`config.mk`:
```
export PLATFORM = sky130hd
export DESIGN_NAME = umic_top
export DESIGN_NICKNAME = d
export VERILOG_FILES = /design/src/umic_pkg.sv /design/src/umic_man_if.sv /design/src/umic_top.sv /design/src/umic_man_tx.sv /design/src/umic_man_rx.sv
export SDC_FILE = /design/constraint.sdc
export NUM_CORES = 1
export LEC_CHECK = 0
export BUFFER_PORTS_ARGS = -buffer_cell sky130_fd_sc_hd__buf_2
export CORE_UTILIZATION = 41
export CTS_BUF_LIST = sky130_fd_sc_hd__clkbuf_16
export DETAILED_ROUTE_END_ITERATION = 10
export PLACE_DENSITY_LB_ADDON = 0.05
export SLEW_MARGIN = 10
export SYNTH_ARGS = -nofsm -noshare
export SYNTH_HDL_FRONTEND = slang
export SYNTH_HIERARCHICAL = 1
export SYNTH_SLANG_ARGS = --single-unit
```
`constraint.sdc`:
```
create_clock -name pclk -period 2.1 [get_ports pclk]
set_clock_uncertainty 0.1 [all_clocks]
set_input_delay 0.105 -clock pclk [delete_from_list [all_inputs] [get_ports pclk]]
set_output_delay 0.105 -clock pclk [all_outputs]
set_load 0.03 [all_outputs]
```
`src/umic_pkg.sv`:
```
// constants, types and coding helpers for the manchester/irda config block
package umic_pkg;

    // register byte offsets
    localparam logic [7:0]  OFF_NER     = 8'h00;
    localparam logic [7:0]  OFF_MAN     = 8'h04;
    localparam logic [7:0]  OFF_IF      = 8'h08;
    localparam logic [7:0]  OFF_STAT    = 8'h0C;
    localparam logic [7:0]  OFF_MASK    = 8'h10;

    // line config field positions
    localparam int          TXPL_LSB    = 0;
    localparam int          TXPP_LSB    = 8;
    localparam int          TXPOL_BIT   = 12;
    localparam int          RXPL_LSB    = 16;
    localparam int          RXPP_LSB    = 24;
    localparam int          RXPOL_BIT   = 28;
    localparam int          DRIFT_BIT   = 30;
    localparam logic [31:0] MAN_RW_MASK = 32'h530F_130F;

    // reset values
    localparam logic [31:0] MAN_RST     = 32'h0000_0000;
    localparam logic [7:0]  IF_RST      = 8'h00;
    localparam logic [3:0]  MASK_RST    = 4'h0;

    // status bits
    localparam int          ST_W        = 4;
    localparam int          ST_PRE_OK   = 0;
    localparam int          ST_PRE_ERR  = 1;
    localparam int          ST_SC_ERR   = 2;
    localparam int          ST_SAT      = 3;

    // 16x oversampling phase points
    localparam logic [3:0]  PH_FIRST    = 4'h4;
    localparam logic [3:0]  PH_SECOND   = 4'hC;
    localparam logic [3:0]  PH_LAST     = 4'hF;
    localparam logic [3:0]  PH_WIN_LO   = 4'h6;
    localparam logic [3:0]  PH_WIN_HI   = 4'hA;
    localparam logic [3:0]  PH_CENTER   = 4'h8;

    // smart-card error counter
    localparam logic [7:0]  ERR_MAX     = 8'hFF;

    typedef enum logic [1:0] {
        PP_ONES  = 2'b00,
        PP_ZEROS = 2'b01,
        PP_RISE  = 2'b10,
        PP_FALL  = 2'b11
    } umic_pp_t;

    typedef enum logic [1:0] {
        TX_IDLE = 2'b00,
        TX_PRE  = 2'b01,
        TX_DATA = 2'b10
    } umic_tx_st_t;

    typedef enum logic [1:0] {
        RX_OFF  = 2'b00,
        RX_HUNT = 2'b01,
        RX_SYNC = 2'b10
    } umic_rx_st_t;

    // logic value of preamble bit number idx
    function automatic logic preamble_bit(input logic [1:0] sel,
                                          input logic [3:0] idx);
        case (umic_pp_t'(sel))
            PP_ONES:  preamble_bit = 1'b1;
            PP_ZEROS: preamble_bit = 1'b0;
            PP_RISE:  preamble_bit = idx[0];
            default:  preamble_bit = ~idx[0];
        endcase
    endfunction

    // line level of the first half-bit; the second half is its inverse
    function automatic logic man_first(input logic bit_v, input logic pol);
        man_first = bit_v ^ pol;
    endfunction

endpackage

```
`src/umic_man_if.sv`:
```
// line-coding configuration shared by the encoder and decoder
`timescale 1ns/1ps
interface umic_man_if;
    logic [3:0] tx_len;
    logic [1:0] tx_sel;
    logic       tx_pol;
    logic [3:0] rx_len;
    logic [1:0] rx_sel;
    logic       rx_pol;
    logic       drift;

    modport cfg (output tx_len, tx_sel, tx_pol, rx_len, rx_sel, rx_pol,
                 drift);
    modport tx  (input tx_len, tx_sel, tx_pol);
    modport rx  (input rx_len, rx_sel, rx_pol, drift);
endinterface

```
`src/umic_top.sv`:
```
// manchester/irda/smart-card configuration and status block, apb slave
// Functional notes
// - error count totals smart-card errors and clears on each read
// - transmit preamble length zero sends no preamble
// - transmit preamble length 1..15 sends that many bit periods
// - transmit pattern field picks ones, zeros, rise or fall pairs
// - polarity clear: zero rises, one falls; set swaps both codings
// - receive preamble length zero disables preamble detection
// - receive preamble length 1..15 expects that many bit periods
// - receive pattern field picks the expected preamble pattern
// - drift bit set lets the receiver track clock drift
// - drift bit clear means no tracking of clock drift
// - infrared filter value sets the demodulator glitch filter
//
// The APB register port and the placing of the registers were chosen for this implementation.
`timescale 1ns/1ps
module umic_top (
    // clock and reset
    input  wire logic        pclk,
    input  wire logic        presetn,
    // apb slave
    input  wire logic        psel,
    input  wire logic        penable,
    input  wire logic        pwrite,
    input  wire logic [7:0]  paddr,
    input  wire logic [31:0] pwdata,
    output logic [31:0]      prdata,
    output logic             pready,
    output logic             pslverr,
    // smart-card error events
    input  wire logic        sc_char_err,
    // transmit side
    input  wire logic        half_tick,
    input  wire logic        tx_frame_req,
    input  wire logic        tx_data_bit,
    output logic             tx_data_take,
    output logic             man_txd,
    output logic             tx_busy,
    // receive side
    input  wire logic        os_tick,
    input  wire logic        rx_enable,
    input  wire logic        ir_mode,
    input  wire logic        man_rxd,
    input  wire logic        ir_rxd,
    output logic             rx_bit_valid,
    output logic             rx_bit,
    output logic             rx_frame_open,
    // interrupt
    output logic             irq
);
    logic [31:0]              man_q;
    logic [7:0]               ifilt_q;
    logic [7:0]               err_q;
    logic [umic_pkg::ST_W-1:0] stat_q;
    logic [umic_pkg::ST_W-1:0] mask_q;
    logic [umic_pkg::ST_W-1:0] ev;
    logic [31:0]              rdata_d;
    logic [31:0]              prdata_q;
    logic                     ack_q;
    logic                     err_d;
    logic                     err_resp_q;
    logic                     access;
    logic                     capture;
    logic                     wr_en;
    logic                     rd_ner;
    logic [7:0]               flt_cnt_q;
    logic                     ir_filt_q;
    logic                     rx_line;
    logic                     pre_ok;
    logic                     pre_err;

    umic_man_if cfg_if ();

    // apb handshake: one wait cycle so read data comes from a flop
    assign access  = psel && penable;
    assign capture = access && !ack_q;
    assign pready  = access && ack_q;
    assign pslverr = pready && err_resp_q;
    assign prdata  = prdata_q;
    assign wr_en   = pready && pwrite;
    assign rd_ner  = capture && !pwrite && paddr == umic_pkg::OFF_NER;

    always_comb begin
        rdata_d = 32'h0000_0000;
        err_d   = 1'b0;
        if (paddr == umic_pkg::OFF_NER) begin
            rdata_d[7:0] = err_q;
        end else if (paddr == umic_pkg::OFF_MAN) begin
            rdata_d = man_q;
        end else if (paddr == umic_pkg::OFF_IF) begin
            rdata_d[7:0] = ifilt_q;
        end else if (paddr == umic_pkg::OFF_STAT) begin
            rdata_d[umic_pkg::ST_W-1:0] = stat_q;
        end else if (paddr == umic_pkg::OFF_MASK) begin
            rdata_d[umic_pkg::ST_W-1:0] = mask_q;
        end else begin
            err_d = 1'b1;
        end
    end

    always_ff @(posedge pclk or negedge presetn) begin
        if (!presetn) begin
            ack_q      <= 1'b0;
            prdata_q   <= 32'h0000_0000;
            err_resp_q <= 1'b0;
        end else begin
            ack_q <= capture;
            if (capture) begin
                prdata_q   <= pwrite ? 32'h0000_0000 : rdata_d;
                err_resp_q <= err_d;
            end
        end
    end

    // configuration registers
    always_ff @(posedge pclk or negedge presetn) begin
        if (!presetn) begin
            man_q   <= umic_pkg::MAN_RST;
            ifilt_q <= umic_pkg::IF_RST;
            mask_q  <= umic_pkg::MASK_RST;
        end else if (wr_en) begin
            if (paddr == umic_pkg::OFF_MAN) begin
                man_q <= pwdata & umic_pkg::MAN_RW_MASK;
            end else if (paddr == umic_pkg::OFF_IF) begin
                ifilt_q <= pwdata[7:0];
            end else if (paddr == umic_pkg::OFF_MASK) begin
                mask_q <= pwdata[umic_pkg::ST_W-1:0];
            end
        end
    end

    assign cfg_if.tx_len = man_q[umic_pkg::TXPL_LSB +: 4];
    assign cfg_if.tx_sel = man_q[umic_pkg::TXPP_LSB +: 2];
    assign cfg_if.tx_pol = man_q[umic_pkg::TXPOL_BIT];
    assign cfg_if.rx_len = man_q[umic_pkg::RXPL_LSB +: 4];
    assign cfg_if.rx_sel = man_q[umic_pkg::RXPP_LSB +: 2];
    assign cfg_if.rx_pol = man_q[umic_pkg::RXPOL_BIT];
    // only meaningful with 16x oversampling ticks on os_tick
    assign cfg_if.drift  = man_q[umic_pkg::DRIFT_BIT];

    // error counter; a new error in the clearing cycle is kept
    always_ff @(posedge pclk or negedge presetn) begin
        if (!presetn) begin
            err_q <= 8'h00;
        end else if (sc_char_err) begin
            if (rd_ner) begin
                err_q <= 8'h01;
            end else if (err_q != umic_pkg::ERR_MAX) begin
                err_q <= err_q + 8'h01;
            end
        end else if (rd_ner) begin
            err_q <= 8'h00;
        end
    end

    // infrared glitch filter: a level must hold filter+1 cycles to pass
    always_ff @(posedge pclk or negedge presetn) begin
        if (!presetn) begin
            flt_cnt_q <= 8'h00;
            ir_filt_q <= 1'b1;
        end else if (ir_rxd == ir_filt_q) begin
            flt_cnt_q <= 8'h00;
        end else if (flt_cnt_q >= ifilt_q) begin
            ir_filt_q <= ir_rxd;
            flt_cnt_q <= 8'h00;
        end else begin
            flt_cnt_q <= flt_cnt_q + 8'h01;
        end
    end

    assign rx_line = ir_mode ? ir_filt_q : man_rxd;

    umic_man_tx u_tx (
        .pclk      (pclk),
        .presetn   (presetn),
        .cfg       (cfg_if.tx),
        .half_tick (half_tick),
        .frame_req (tx_frame_req),
        .data_bit  (tx_data_bit),
        .data_take (tx_data_take),
        .txd       (man_txd),
        .busy      (tx_busy)
    );

    umic_man_rx u_rx (
        .pclk       (pclk),
        .presetn    (presetn),
        .cfg        (cfg_if.rx),
        .os_tick    (os_tick),
        .rx_en      (rx_enable),
        .rxd        (rx_line),
        .bit_valid  (rx_bit_valid),
        .bit_val    (rx_bit),
        .pre_ok     (pre_ok),
        .pre_err    (pre_err),
        .frame_open (rx_frame_open)
    );

    // sticky status, write one to clear; a set in the same cycle wins
    always_comb begin
        ev = '0;
        ev[umic_pkg::ST_PRE_OK]  = pre_ok;
        ev[umic_pkg::ST_PRE_ERR] = pre_err;
        ev[umic_pkg::ST_SC_ERR]  = sc_char_err;
        ev[umic_pkg::ST_SAT]     = sc_char_err
                                   && err_q == umic_pkg::ERR_MAX;
    end

    always_ff @(posedge pclk or negedge presetn) begin
        if (!presetn) begin
            stat_q <= '0;
        end else if (wr_en && paddr == umic_pkg::OFF_STAT) begin
            stat_q <= (stat_q & ~pwdata[umic_pkg::ST_W-1:0]) | ev;
        end else begin
            stat_q <= stat_q | ev;
        end
    end

    assign irq = |(stat_q & mask_q);
endmodule

```
`src/umic_man_tx.sv`:
```
// manchester encoder with programmable preamble
`timescale 1ns/1ps
module umic_man_tx (
    // clock and reset
    input  wire logic  pclk,
    input  wire logic  presetn,
    // configuration
    umic_man_if.tx     cfg,
    // core side
    input  wire logic  half_tick,
    input  wire logic  frame_req,
    input  wire logic  data_bit,
    output logic       data_take,
    // line
    output logic       txd,
    output logic       busy
);
    umic_pkg::umic_tx_st_t state_q;
    logic                  half_q;
    logic [3:0]            cnt_q;
    logic                  cur_q;
    logic                  nbit;

    always_comb begin
        nbit = (state_q == umic_pkg::TX_PRE) ?
               umic_pkg::preamble_bit(cfg.tx_sel, cnt_q) : data_bit;
    end

    always_ff @(posedge pclk or negedge presetn) begin
        if (!presetn) begin
            state_q   <= umic_pkg::TX_IDLE;
            half_q    <= 1'b0;
            cnt_q     <= 4'h0;
            cur_q     <= 1'b0;
            txd       <= 1'b1;
            data_take <= 1'b0;
        end else begin
            data_take <= 1'b0;
            if (half_tick) begin
                case (state_q)
                    umic_pkg::TX_IDLE: begin
                        txd    <= 1'b1;
                        half_q <= 1'b0;
                        cnt_q  <= 4'h0;
                        if (frame_req) begin
                            if (cfg.tx_len == 4'h0) begin
                                state_q <= umic_pkg::TX_DATA;
                            end else begin
                                state_q <= umic_pkg::TX_PRE;
                            end
                        end
                    end
                    default: begin
                        if (!half_q) begin
                            txd    <= umic_pkg::man_first(nbit,
                                                          cfg.tx_pol);
                            cur_q  <= nbit;
                            half_q <= 1'b1;
                            data_take <= (state_q == umic_pkg::TX_DATA);
                        end else begin
                            txd    <= ~umic_pkg::man_first(cur_q,
                                                           cfg.tx_pol);
                            half_q <= 1'b0;
                            if (state_q == umic_pkg::TX_PRE) begin
                                cnt_q <= cnt_q + 4'h1;
                                if (cnt_q + 4'h1 >= cfg.tx_len) begin
                                    state_q <= umic_pkg::TX_DATA;
                                end
                            end else if (!frame_req) begin
                                state_q <= umic_pkg::TX_IDLE;
                            end
                        end
                    end
                endcase
            end
        end
    end

    assign busy = (state_q != umic_pkg::TX_IDLE);
endmodule

```
`src/umic_man_rx.sv`:
```
// manchester decoder with preamble hunt and drift tracking
`timescale 1ns/1ps
module umic_man_rx (
    // clock and reset
    input  wire logic  pclk,
    input  wire logic  presetn,
    // configuration
    umic_man_if.rx     cfg,
    // line and control
    input  wire logic  os_tick,
    input  wire logic  rx_en,
    input  wire logic  rxd,
    // results
    output logic       bit_valid,
    output logic       bit_val,
    output logic       pre_ok,
    output logic       pre_err,
    output logic       frame_open
);
    umic_pkg::umic_rx_st_t state_q;
    logic [3:0]            ph_q;
    logic [3:0]            cnt_q;
    logic                  s1_q;
    logic                  s2_q;
    logic                  last_q;
    logic                  dec;
    logic                  edge_mid;

    assign dec      = s1_q ^ cfg.rx_pol;
    assign edge_mid = cfg.drift && (rxd != last_q)
                      && ph_q >= umic_pkg::PH_WIN_LO
                      && ph_q <= umic_pkg::PH_WIN_HI;

    // phase tracking; without drift the counter free-runs
    always_ff @(posedge pclk or negedge presetn) begin
        if (!presetn) begin
            ph_q   <= 4'h0;
            last_q <= 1'b1;
            s1_q   <= 1'b0;
            s2_q   <= 1'b0;
        end else if (os_tick) begin
            last_q <= rxd;
            if (edge_mid) begin
                ph_q <= umic_pkg::PH_CENTER + 4'h1;
            end else begin
                ph_q <= ph_q + 4'h1;
            end
            if (ph_q == umic_pkg::PH_FIRST) begin
                s1_q <= rxd;
            end
            if (ph_q == umic_pkg::PH_SECOND) begin
                s2_q <= rxd;
            end
        end
    end

    always_ff @(posedge pclk or negedge presetn) begin
        if (!presetn) begin
            state_q   <= umic_pkg::RX_OFF;
            cnt_q     <= 4'h0;
            bit_valid <= 1'b0;
            bit_val   <= 1'b0;
            pre_ok    <= 1'b0;
            pre_err   <= 1'b0;
        end else begin
            bit_valid <= 1'b0;
            pre_ok    <= 1'b0;
            pre_err   <= 1'b0;
            case (state_q)
                umic_pkg::RX_OFF: begin
                    cnt_q <= 4'h0;
                    if (rx_en) begin
                        state_q <= (cfg.rx_len == 4'h0) ?
                                   umic_pkg::RX_SYNC : umic_pkg::RX_HUNT;
                    end
                end
                umic_pkg::RX_HUNT: begin
                    if (!rx_en) begin
                        state_q <= umic_pkg::RX_OFF;
                    end else if (os_tick && ph_q == umic_pkg::PH_LAST) begin
                        if (s1_q != s2_q && dec ==
                            umic_pkg::preamble_bit(cfg.rx_sel, cnt_q)) begin
                            cnt_q <= cnt_q + 4'h1;
                            if (cnt_q + 4'h1 >= cfg.rx_len) begin
                                state_q <= umic_pkg::RX_SYNC;
                                pre_ok  <= 1'b1;
                            end
                        end else begin
                            cnt_q   <= 4'h0;
                            pre_err <= 1'b1;
                        end
                    end
                end
                default: begin
                    if (!rx_en) begin
                        state_q <= umic_pkg::RX_OFF;
                    end else if (os_tick && ph_q == umic_pkg::PH_LAST
                                 && s1_q != s2_q) begin
                        bit_valid <= 1'b1;
                        bit_val   <= dec;
                    end
                end
            endcase
        end
    end

    assign frame_open = (state_q == umic_pkg::RX_SYNC);
endmodule

```
==> flow_metrics.py, run 1 <==
metrics = {
    "synthesis": {
        "ys_seq_area_share_pct": 46.8,
        "synth_cells": 472,
        "ys_ff_latch": 96,
        "synth_top_area_cell": "dfrtp_1",
        "synth_area_leaders": "dfrtp_1 45%, mux2_2 7.7%, ha_1 5.6%",
        "ys_types": 67,
        "synth_edf_count": 0,
        "synthFlopType": "dfrtp_1",
        "yosys_warnings": 6,
        "avgSynthCellArea_um2": 10.9,
        "synth_top_area_share_pct": 45.2,
        "async_flop_share_pct": 100,
        "synth_area_um2": 5140,
    },
    "hold_path": {
        "min_from": "man_rxd",
        "min_path_cells": 3,
        "min_path_type": "input pin to flip-flop",
        "min_to": "u_rx/last_q$_DFFE_PN1P_",
    },
    "clock_tree": {
        "numCtsBuffers": 9,
        "clk-insertion-delay-late_ns": 0.35,
        "root_buffer": "clkbuf_16",
        "cts.clk_slew.worst_paths_ns": 0.07,
        "cts_tree": "built",
        "clk_path_buf_depth": 2,
        "htreeDepth": 3,
        "numClockSinks": 96,
    },
    "placed_design": {
        "port_buffers": 68,
        "gp_congestion": 0.773,
        "place_hpwl_um": 8090,
        "placed_area_um2": 5740,
    },
    "pwr": {
        "finalPower_uw": 4570,
        "max-vdd-ir-drop_mv": 0.413,
        "p_per_area_nw_per_um2": 725,
        "leakage_uw": 0.00308,
    },
    "setup_path": {
        "cp.required_ns": 2.24,
        "ff2ff_path_depth": 8,
        "crit_type": "flip-flop to flip-flop",
        "critPathBufInv": 1,
        "cp-end-kind": "flip-flop",
        "r2r-start": "u_tx/cnt_q[0]$_DFFE_PN0P_",
        "critPathSlowestCell": "dfrtp_1",
        "path_max_fanout": 5,
        "r2r-end": "u_tx/state_q[0]$_DFFE_PN0P_",
        "cp_top_family": "compound AO/OA/AOI/OAI gates",
        "crit_arrival_ns": 2.16,
        "worstSetupStartpointType": "flip-flop",
        "r2r_slack_ns": 0.07,
        "cp_slowest_stage_delay_ns": 0.36,
        "path_cells": "buf_4 -> nand3_1 -> xnor2_2 -> ha_1 -> o21ai_2 -> a21oi_1 -> o311a_1 -> mux2_2",
    },
    "sta": {
        "period_share_pct": 96.5,
        "hold_viol_final": 0,
        "fin_setup_tns_ns": 0,
        "clock.fmax_ghz": 0.493,
        "relSlewSlack_pct": 59.6,
        "rsz0062_at_grt": "yes",
        "report.final.slew_viol_count": 0,
        "setup_viol": 0,
        "worstMarginPinSlew_ns": 0.605,
        "period_needed_ns": 2.03,
    },
    "grt": {
        "grt-ovfl-total": 0,
        "grt_max_degree": 48,
        "grt_pass1_vias": 3841,
        "grt_usage_pct": 18.9,
        "grt_pass1_wl_um": 19000,
        "antenna_found_initial": 0,
    },
    "detailed_routing": {
        "met2_wirelength_um": 5240,
        "routedWlPerCell_um": 15.0,
        "ant_nets": 0,
        "remaining_drc_errors": 0,
        "viasPerCell": 5.09,
        "drt_first_iter_violations": 140,
        "met3_length_um": 375,
        "highest_layer": "met4",
        "num_vias": 3841,
        "m1WireLength_um": 5570,
        "first_pass_iters": 4,
        "wl_um": 11400,
    },
    "die": {
        "die_w_um": 114,
        "initial_utilization_pct": 42.5,
        "ios": 95,
        "fp-row-count": 40,
        "core-area_um2": 12100,
        "die_h_um": 114,
        "die-area_um2": 13000,
    },
    "layout": {
        "nets": 659,
        "final_cell_area_um2": 6310,
        "utilization_pct": 52.1,
        "diodes": 0,
        "area_growth_syn_to_layout_pct": 22.6,
        "drive_gt1_share_pct": 27.9,
    },
    "job": {
        "max-cap-violations": 0,
    },
    "outcome": {
        "outcome": "finished, final reports clean",
    },
}
## cell usage in the layout, fill, tap and decap left out, types with 10 or more instances in the layout
cell type	netlist	final
nor2_1	30	30
a22o_1	25	25
mux2_2	35	35
nand3_1	10	10
nand2_1	28	28
buf_2	5	67
nand3b_1	11	11
inv_1	23	26
o21ai_0	11	10
a21oi_1	16	15
ha_1	23	22
buf_4	15	20
dlygate4sd3_1	0	27
xor2_1	14	14
dfrtp_1	93	93
conb_1	1	13
## power by group
part | leakage (uW) | internal (uW) | total (uW) | switching [uW]
sequential | 0.00129 | 2020 | 2230 | 207
clock | 0.000136 | 782 | 1480 | 700
combinational | 0.00166 | 394 | 859 | 465
total | 0.00308 | 3200 | 4570 | 1370
## metal layers
metal	vias up	track usage [%]
met2	63	29.7
met1	1867	26.1
met5	-	0
met4	0	7.27
met3	11	3.24
li1	1900	-
## flip-flops by register name (all words and copies together), names as in the netlist, 2 cells and up
name          cells
mask_q            4
flt_cnt_q         8
u_tx/state_q      2
stat_q            4
err_q             8
u_rx/cnt_q        4
ifilt_q           8
prdata           19
man_q            15
u_tx/cnt_q        4
u_rx/ph_q         4
u_rx/state_q      2
## what timing repair did
action | 4_1_cts | 5_1_grt
resized for setup | 2 | 4
endpoints found under the setup margin | 9 | 2
hold endpoints to repair | 108 | 0
pin swaps | 0 | 1
hold buffers | 27 | 0
buffers inserted | 0 | 2
## worst reg2reg max path: stages (launching register included)
cell	delay, ns
dfrtp_1	0.36
buf_4	0.15
nand3_1	0.12
xnor2_2	0.22
ha_1	0.27
o21ai_2	0.06
a21oi_1	0.05
o311a_1	0.31
mux2_2	0.28
## cell usage after synthesis, drive strengths merged (2+ instances only)
library cell	number
nor3	5
and3	7
nor2	30
o21a	4
xor2	14
a21oi	16
mux2i	4
or4	2
a22oi	6
a22o	25
nor4bb	3
o21ai	14
nand4	7
xnor2	8
a21o	9
a2111oi	6
or2	2
nor4b	2
o311ai	2
buf	21
o22ai	2
nand2	28
nor3b	5
nor2b	8
clkbuf	8
ha	23
nand3b	12
dfstp	3
o211ai	2
dfrtp	93
nor4	3
or3	2
nand2b	7
and2b	3
nand3	11
inv	23
o22a	2
and2	2
a211oi	2
a31oi	2
mux2	36
## area by class of cell
class | count | area, um^2
Sequential cell | 96 | 2410
Clock inverter | 7 | 32.5
Timing Repair Buffer | 116 | 796
Tap cell | 168 | 210
Clock buffer | 9 | 225
Fill cell | 1128 | 5810
Multi-Input combinational cell | 336 | 2550
Inverter | 23 | 86.3
## logic make-up after synthesis
group | after synthesis | synth area share (%)
buf+inv | 52 | 5.16
compound gates | 97 | 13.7
mux | 40 | 8.73
other cells | 1 | 0.0729
simple gates | 141 | 16.2
flops | 96 | 46.8
fa+ha+maj | 23 | 5.59
xor+xnor | 22 | 3.75
## worst max-delay path by stage
stage,start,to,slack (ns),cells after the start
detailed placement,ifilt_q[0]$_DFFE_PN0P_,flt_cnt_q[2]$_DFF_PN0_,-0.07,6
finish,u_tx/cnt_q[0]$_DFFE_PN0P_,u_tx/state_q[0]$_DFFE_PN0P_,0.07,8
global placement,ifilt_q[0]$_DFFE_PN0P_,flt_cnt_q[2]$_DFF_PN0_,-0.05,6
floorplan,u_tx/cnt_q[0]$_DFFE_PN0P_,u_tx/state_q[0]$_DFFE_PN0P_,0.07,7
global route,u_tx/cnt_q[0]$_DFFE_PN0P_,u_tx/state_q[0]$_DFFE_PN0P_,-0.04,8
CTS,u_tx/cnt_q[0]$_DFFE_PN0P_,u_tx/state_q[0]$_DFFE_PN0P_,0.01,7
## stage by stage
| step | setup slack, ns | cells | hold WS [ns] |
|---|---|---|---|
| after global routing | -0.0405 | 755 | 0.129 |
| final | 0.0736 | 755 | 0.0948 |
| after floorplan | 0.0699 | 484 | -0.291 |
| after CTS | 0.00971 | 753 | 0.0914 |
| after detailed placement | -0.0703 | 710 | -0.0628 |
| after global placement | -0.0516 | 710 | -0.0683 |
No activity file was read; power rests on OpenSTA's default activity.
==> inputs of run 2 (changes only) <==
Settings changed: RECOVER_POWER from default to 25.
==> run 2 against run 1 <==
  * Cell count unchanged
  * Register-to-register slack hardly changed
  * Critical path depth unchanged
  * Global-route usage stayed put
  * Fmax stayed put
  * Via count barely moved
  * Sequential power about the same
  * Clock-buffer cell count unchanged
  * Largest power group unchanged
==> flow_metrics.py, run 2 (synthesis results as in run 1) <==
metrics = {
    "outcome": {
        "outcome": "finished, final reports clean",
    },
    "pwr": {
        "combPwrFrac_pct": 18.7,
        "internal_power_uw": 3190,
        "seqPwrFrac_pct": 48.8,
        "sw_frac_of_total_pct": 30.0,
        "p_sw_uw": 1370,
        "pwr-share-clk_pct": 32.5,
        "p_per_area_nw_per_um2": 726,
        "max-vdd-ir-drop_mv": 0.413,
        "leakage_uw": 0.00307,
        "finalPower_uw": 4570,
    },
    "clock_tree": {
        "numCtsBuffers": 9,
        "htreeDepth": 3,
        "clk-insertion-delay-late_ns": 0.35,
        "root_buffer": "clkbuf_16",
        "cts_tree": "built",
        "cts.clk_slew.worst_paths_ns": 0.07,
        "numClockSinks": 96,
        "clk_path_buf_depth": 2,
    },
    "sta": {
        "setup_slack_ns": 0.0736,
        "hold_viol_final": 0,
        "setup_viol": 0,
        "period_needed_ns": 2.03,
        "period_share_pct": 96.5,
        "relSlewSlack_pct": 23.6,
        "clock.fmax_ghz": 0.493,
        "worstMarginPinSlew_ns": 1.15,
        "rsz0062_at_grt": "yes",
        "report.final.slew_viol_count": 0,
    },
    "setup_path": {
        "crit_arrival_ns": 2.16,
        "path_max_fanout": 5,
        "crit_type": "flip-flop to flip-flop",
        "cp.required_ns": 2.24,
        "setup.worst_path.start": "u_tx/cnt_q[0]$_DFFE_PN0P_",
        "worstSetupStartpointType": "flip-flop",
        "r2r-start": "u_tx/cnt_q[0]$_DFFE_PN0P_",
        "cp-end-kind": "flip-flop",
    },
    "grt": {
        "grt-ovfl-total": 0,
        "antenna_found_initial": 0,
        "grt_max_degree": 48,
        "grt_pass1_vias": 3841,
        "grt_pass1_wl_um": 19000,
        "grt_usage_pct": 18.9,
    },
    "layout": {
        "diodes": 0,
        "layout_commonest_cell": "dfrtp_1",
        "register_area_um2": 2410,
        "final_cell_area_um2": 6290,
        "final_cell_mix": "93 x dfrtp_1, 67 x buf_2, 35 x mux2_2",
        "largest_reg_flops": 19,
        "drive_gt1_share_pct": 27.9,
        "layout.cells.non_filler": 755,
        "nets": 659,
        "area_growth_syn_to_layout_pct": 22.3,
        "fill_cells": 1130,
        "multi_input_area_um2": 2550,
    },
    "die": {
        "die_h_um": 114,
        "die_w_um": 114,
        "initial_utilization_pct": 42.5,
        "core-area_um2": 12100,
        "fp-row-count": 40,
        "ios": 95,
        "die-area_um2": 13000,
    },
    "detailed_routing": {
        "first_pass_iters": 4,
        "routedWlPerCell_um": 15.0,
        "num_vias": 3839,
        "viasPerCell": 5.08,
        "drt_first_iter_violations": 137,
        "wl_um": 11400,
        "ant_nets": 0,
        "remaining_drc_errors": 0,
    },
    "placed_design": {
        "gp_congestion": 0.773,
        "port_buffers": 68,
        "dp_cells": 710,
        "placed_area_um2": 5740,
        "dp_slack_ns": -0.0703,
        "place_hpwl_um": 8090,
    },
    "job": {
        "max-cap-violations": 0,
    },
    "hold_path": {
        "min_path_type": "input pin to asynchronous set/reset pin",
    },
}
[run 2: area by class of cell]
cell class              instances  share of cell area, %
clock inverters                 7                  0.517
repair buffers                116                   12.4
multi-input cells             336                   40.5
inverters                      23                   1.37
flip-flops and latches         96                   38.2
clock buffers                   9                   3.58
well taps                     168                   3.34
[run 2: power groups by stage]
stage          Sequential, uW  Combinational [uW]  Clock (uW)
2_1_floorplan            2240                 594           0
3_3_place_gp             2250                 810           0
3_5_place_dp             2260                 830           0
4_1_cts                  2230                 871        1520
5_1_grt                  2260                 947        1610
6_report                 2230                 855        1480
[run 2: repair_timing]
action,4_1_cts,5_1_grt
endpoints found under the setup margin,9,2
gates cloned,0,0
setup buffers,0,2
endpoints found under the hold margin,108,0
pin swaps,0,1
hold buffers,27,0
gates resized for setup,2,4
[run 2: path summary, 6_finish.rpt]
| kind | end | slack [ns] | depth (start not counted) |
|---|---|---|---|
| max | u_tx/state_q[0]$_DFFE_PN0P_ | 0.07 | 8 |
| min | err_q[5]$_DFFE_PN0P_ | 0.09 | 2 |
| max reg2reg | u_tx/state_q[0]$_DFFE_PN0P_ | 0.07 | 8 |
| min reg2reg | stat_q[0]$_DFF_PN0_ | 0.32 | 1 |
| max in group asynchronous | man_q[24]$_DFFE_PN0P_ | 0.38 | 3 |
| min in group pclk | u_rx/last_q$_DFFE_PN1P_ | 0.09 | 3 |
[run 2: stage by stage]
| step | utilization, % | hold WS [ns] | TNS, ns |
|---|---|---|---|
| floorplan | - | -0.291 | 0 |
| global placement | 47.4 | -0.0683 | -0.333 |
| detailed placement | 47.4 | -0.0628 | -0.394 |
| CTS | 51.8 | 0.0914 | 0 |
| global route | 51.9 | 0.120 | -0.0732 |
| finish | 51.9 | 0.0915 | 0 |
[run 2: worst max-delay path, stage by stage (launching register included)]
cell and delay [ns]:
dfrtp_1 0.36, buf_4 0.15, nand3_1 0.12, xnor2_2 0.22, ha_1 0.27, o21ai_2 0.06
a21oi_1 0.05, o311a_1 0.31, mux2_2 0.28
[run 2: per-layer routing]
| layer | share of wire [%] | GRT usage (%) | vias to the layer above | wire [um] |
|---|---|---|---|---|
| li1 | - | - | 1900 | - |
| met1 | 49 | 26.1 | 1863 | 5570 |
| met2 | 46 | 29.7 | 65 | 5230 |
| met3 | 3.3 | 3.24 | 11 | 373 |
| met4 | 1.6 | 7.27 | 0 | 176 |
| met5 | 0 | 0 | - | 0 |
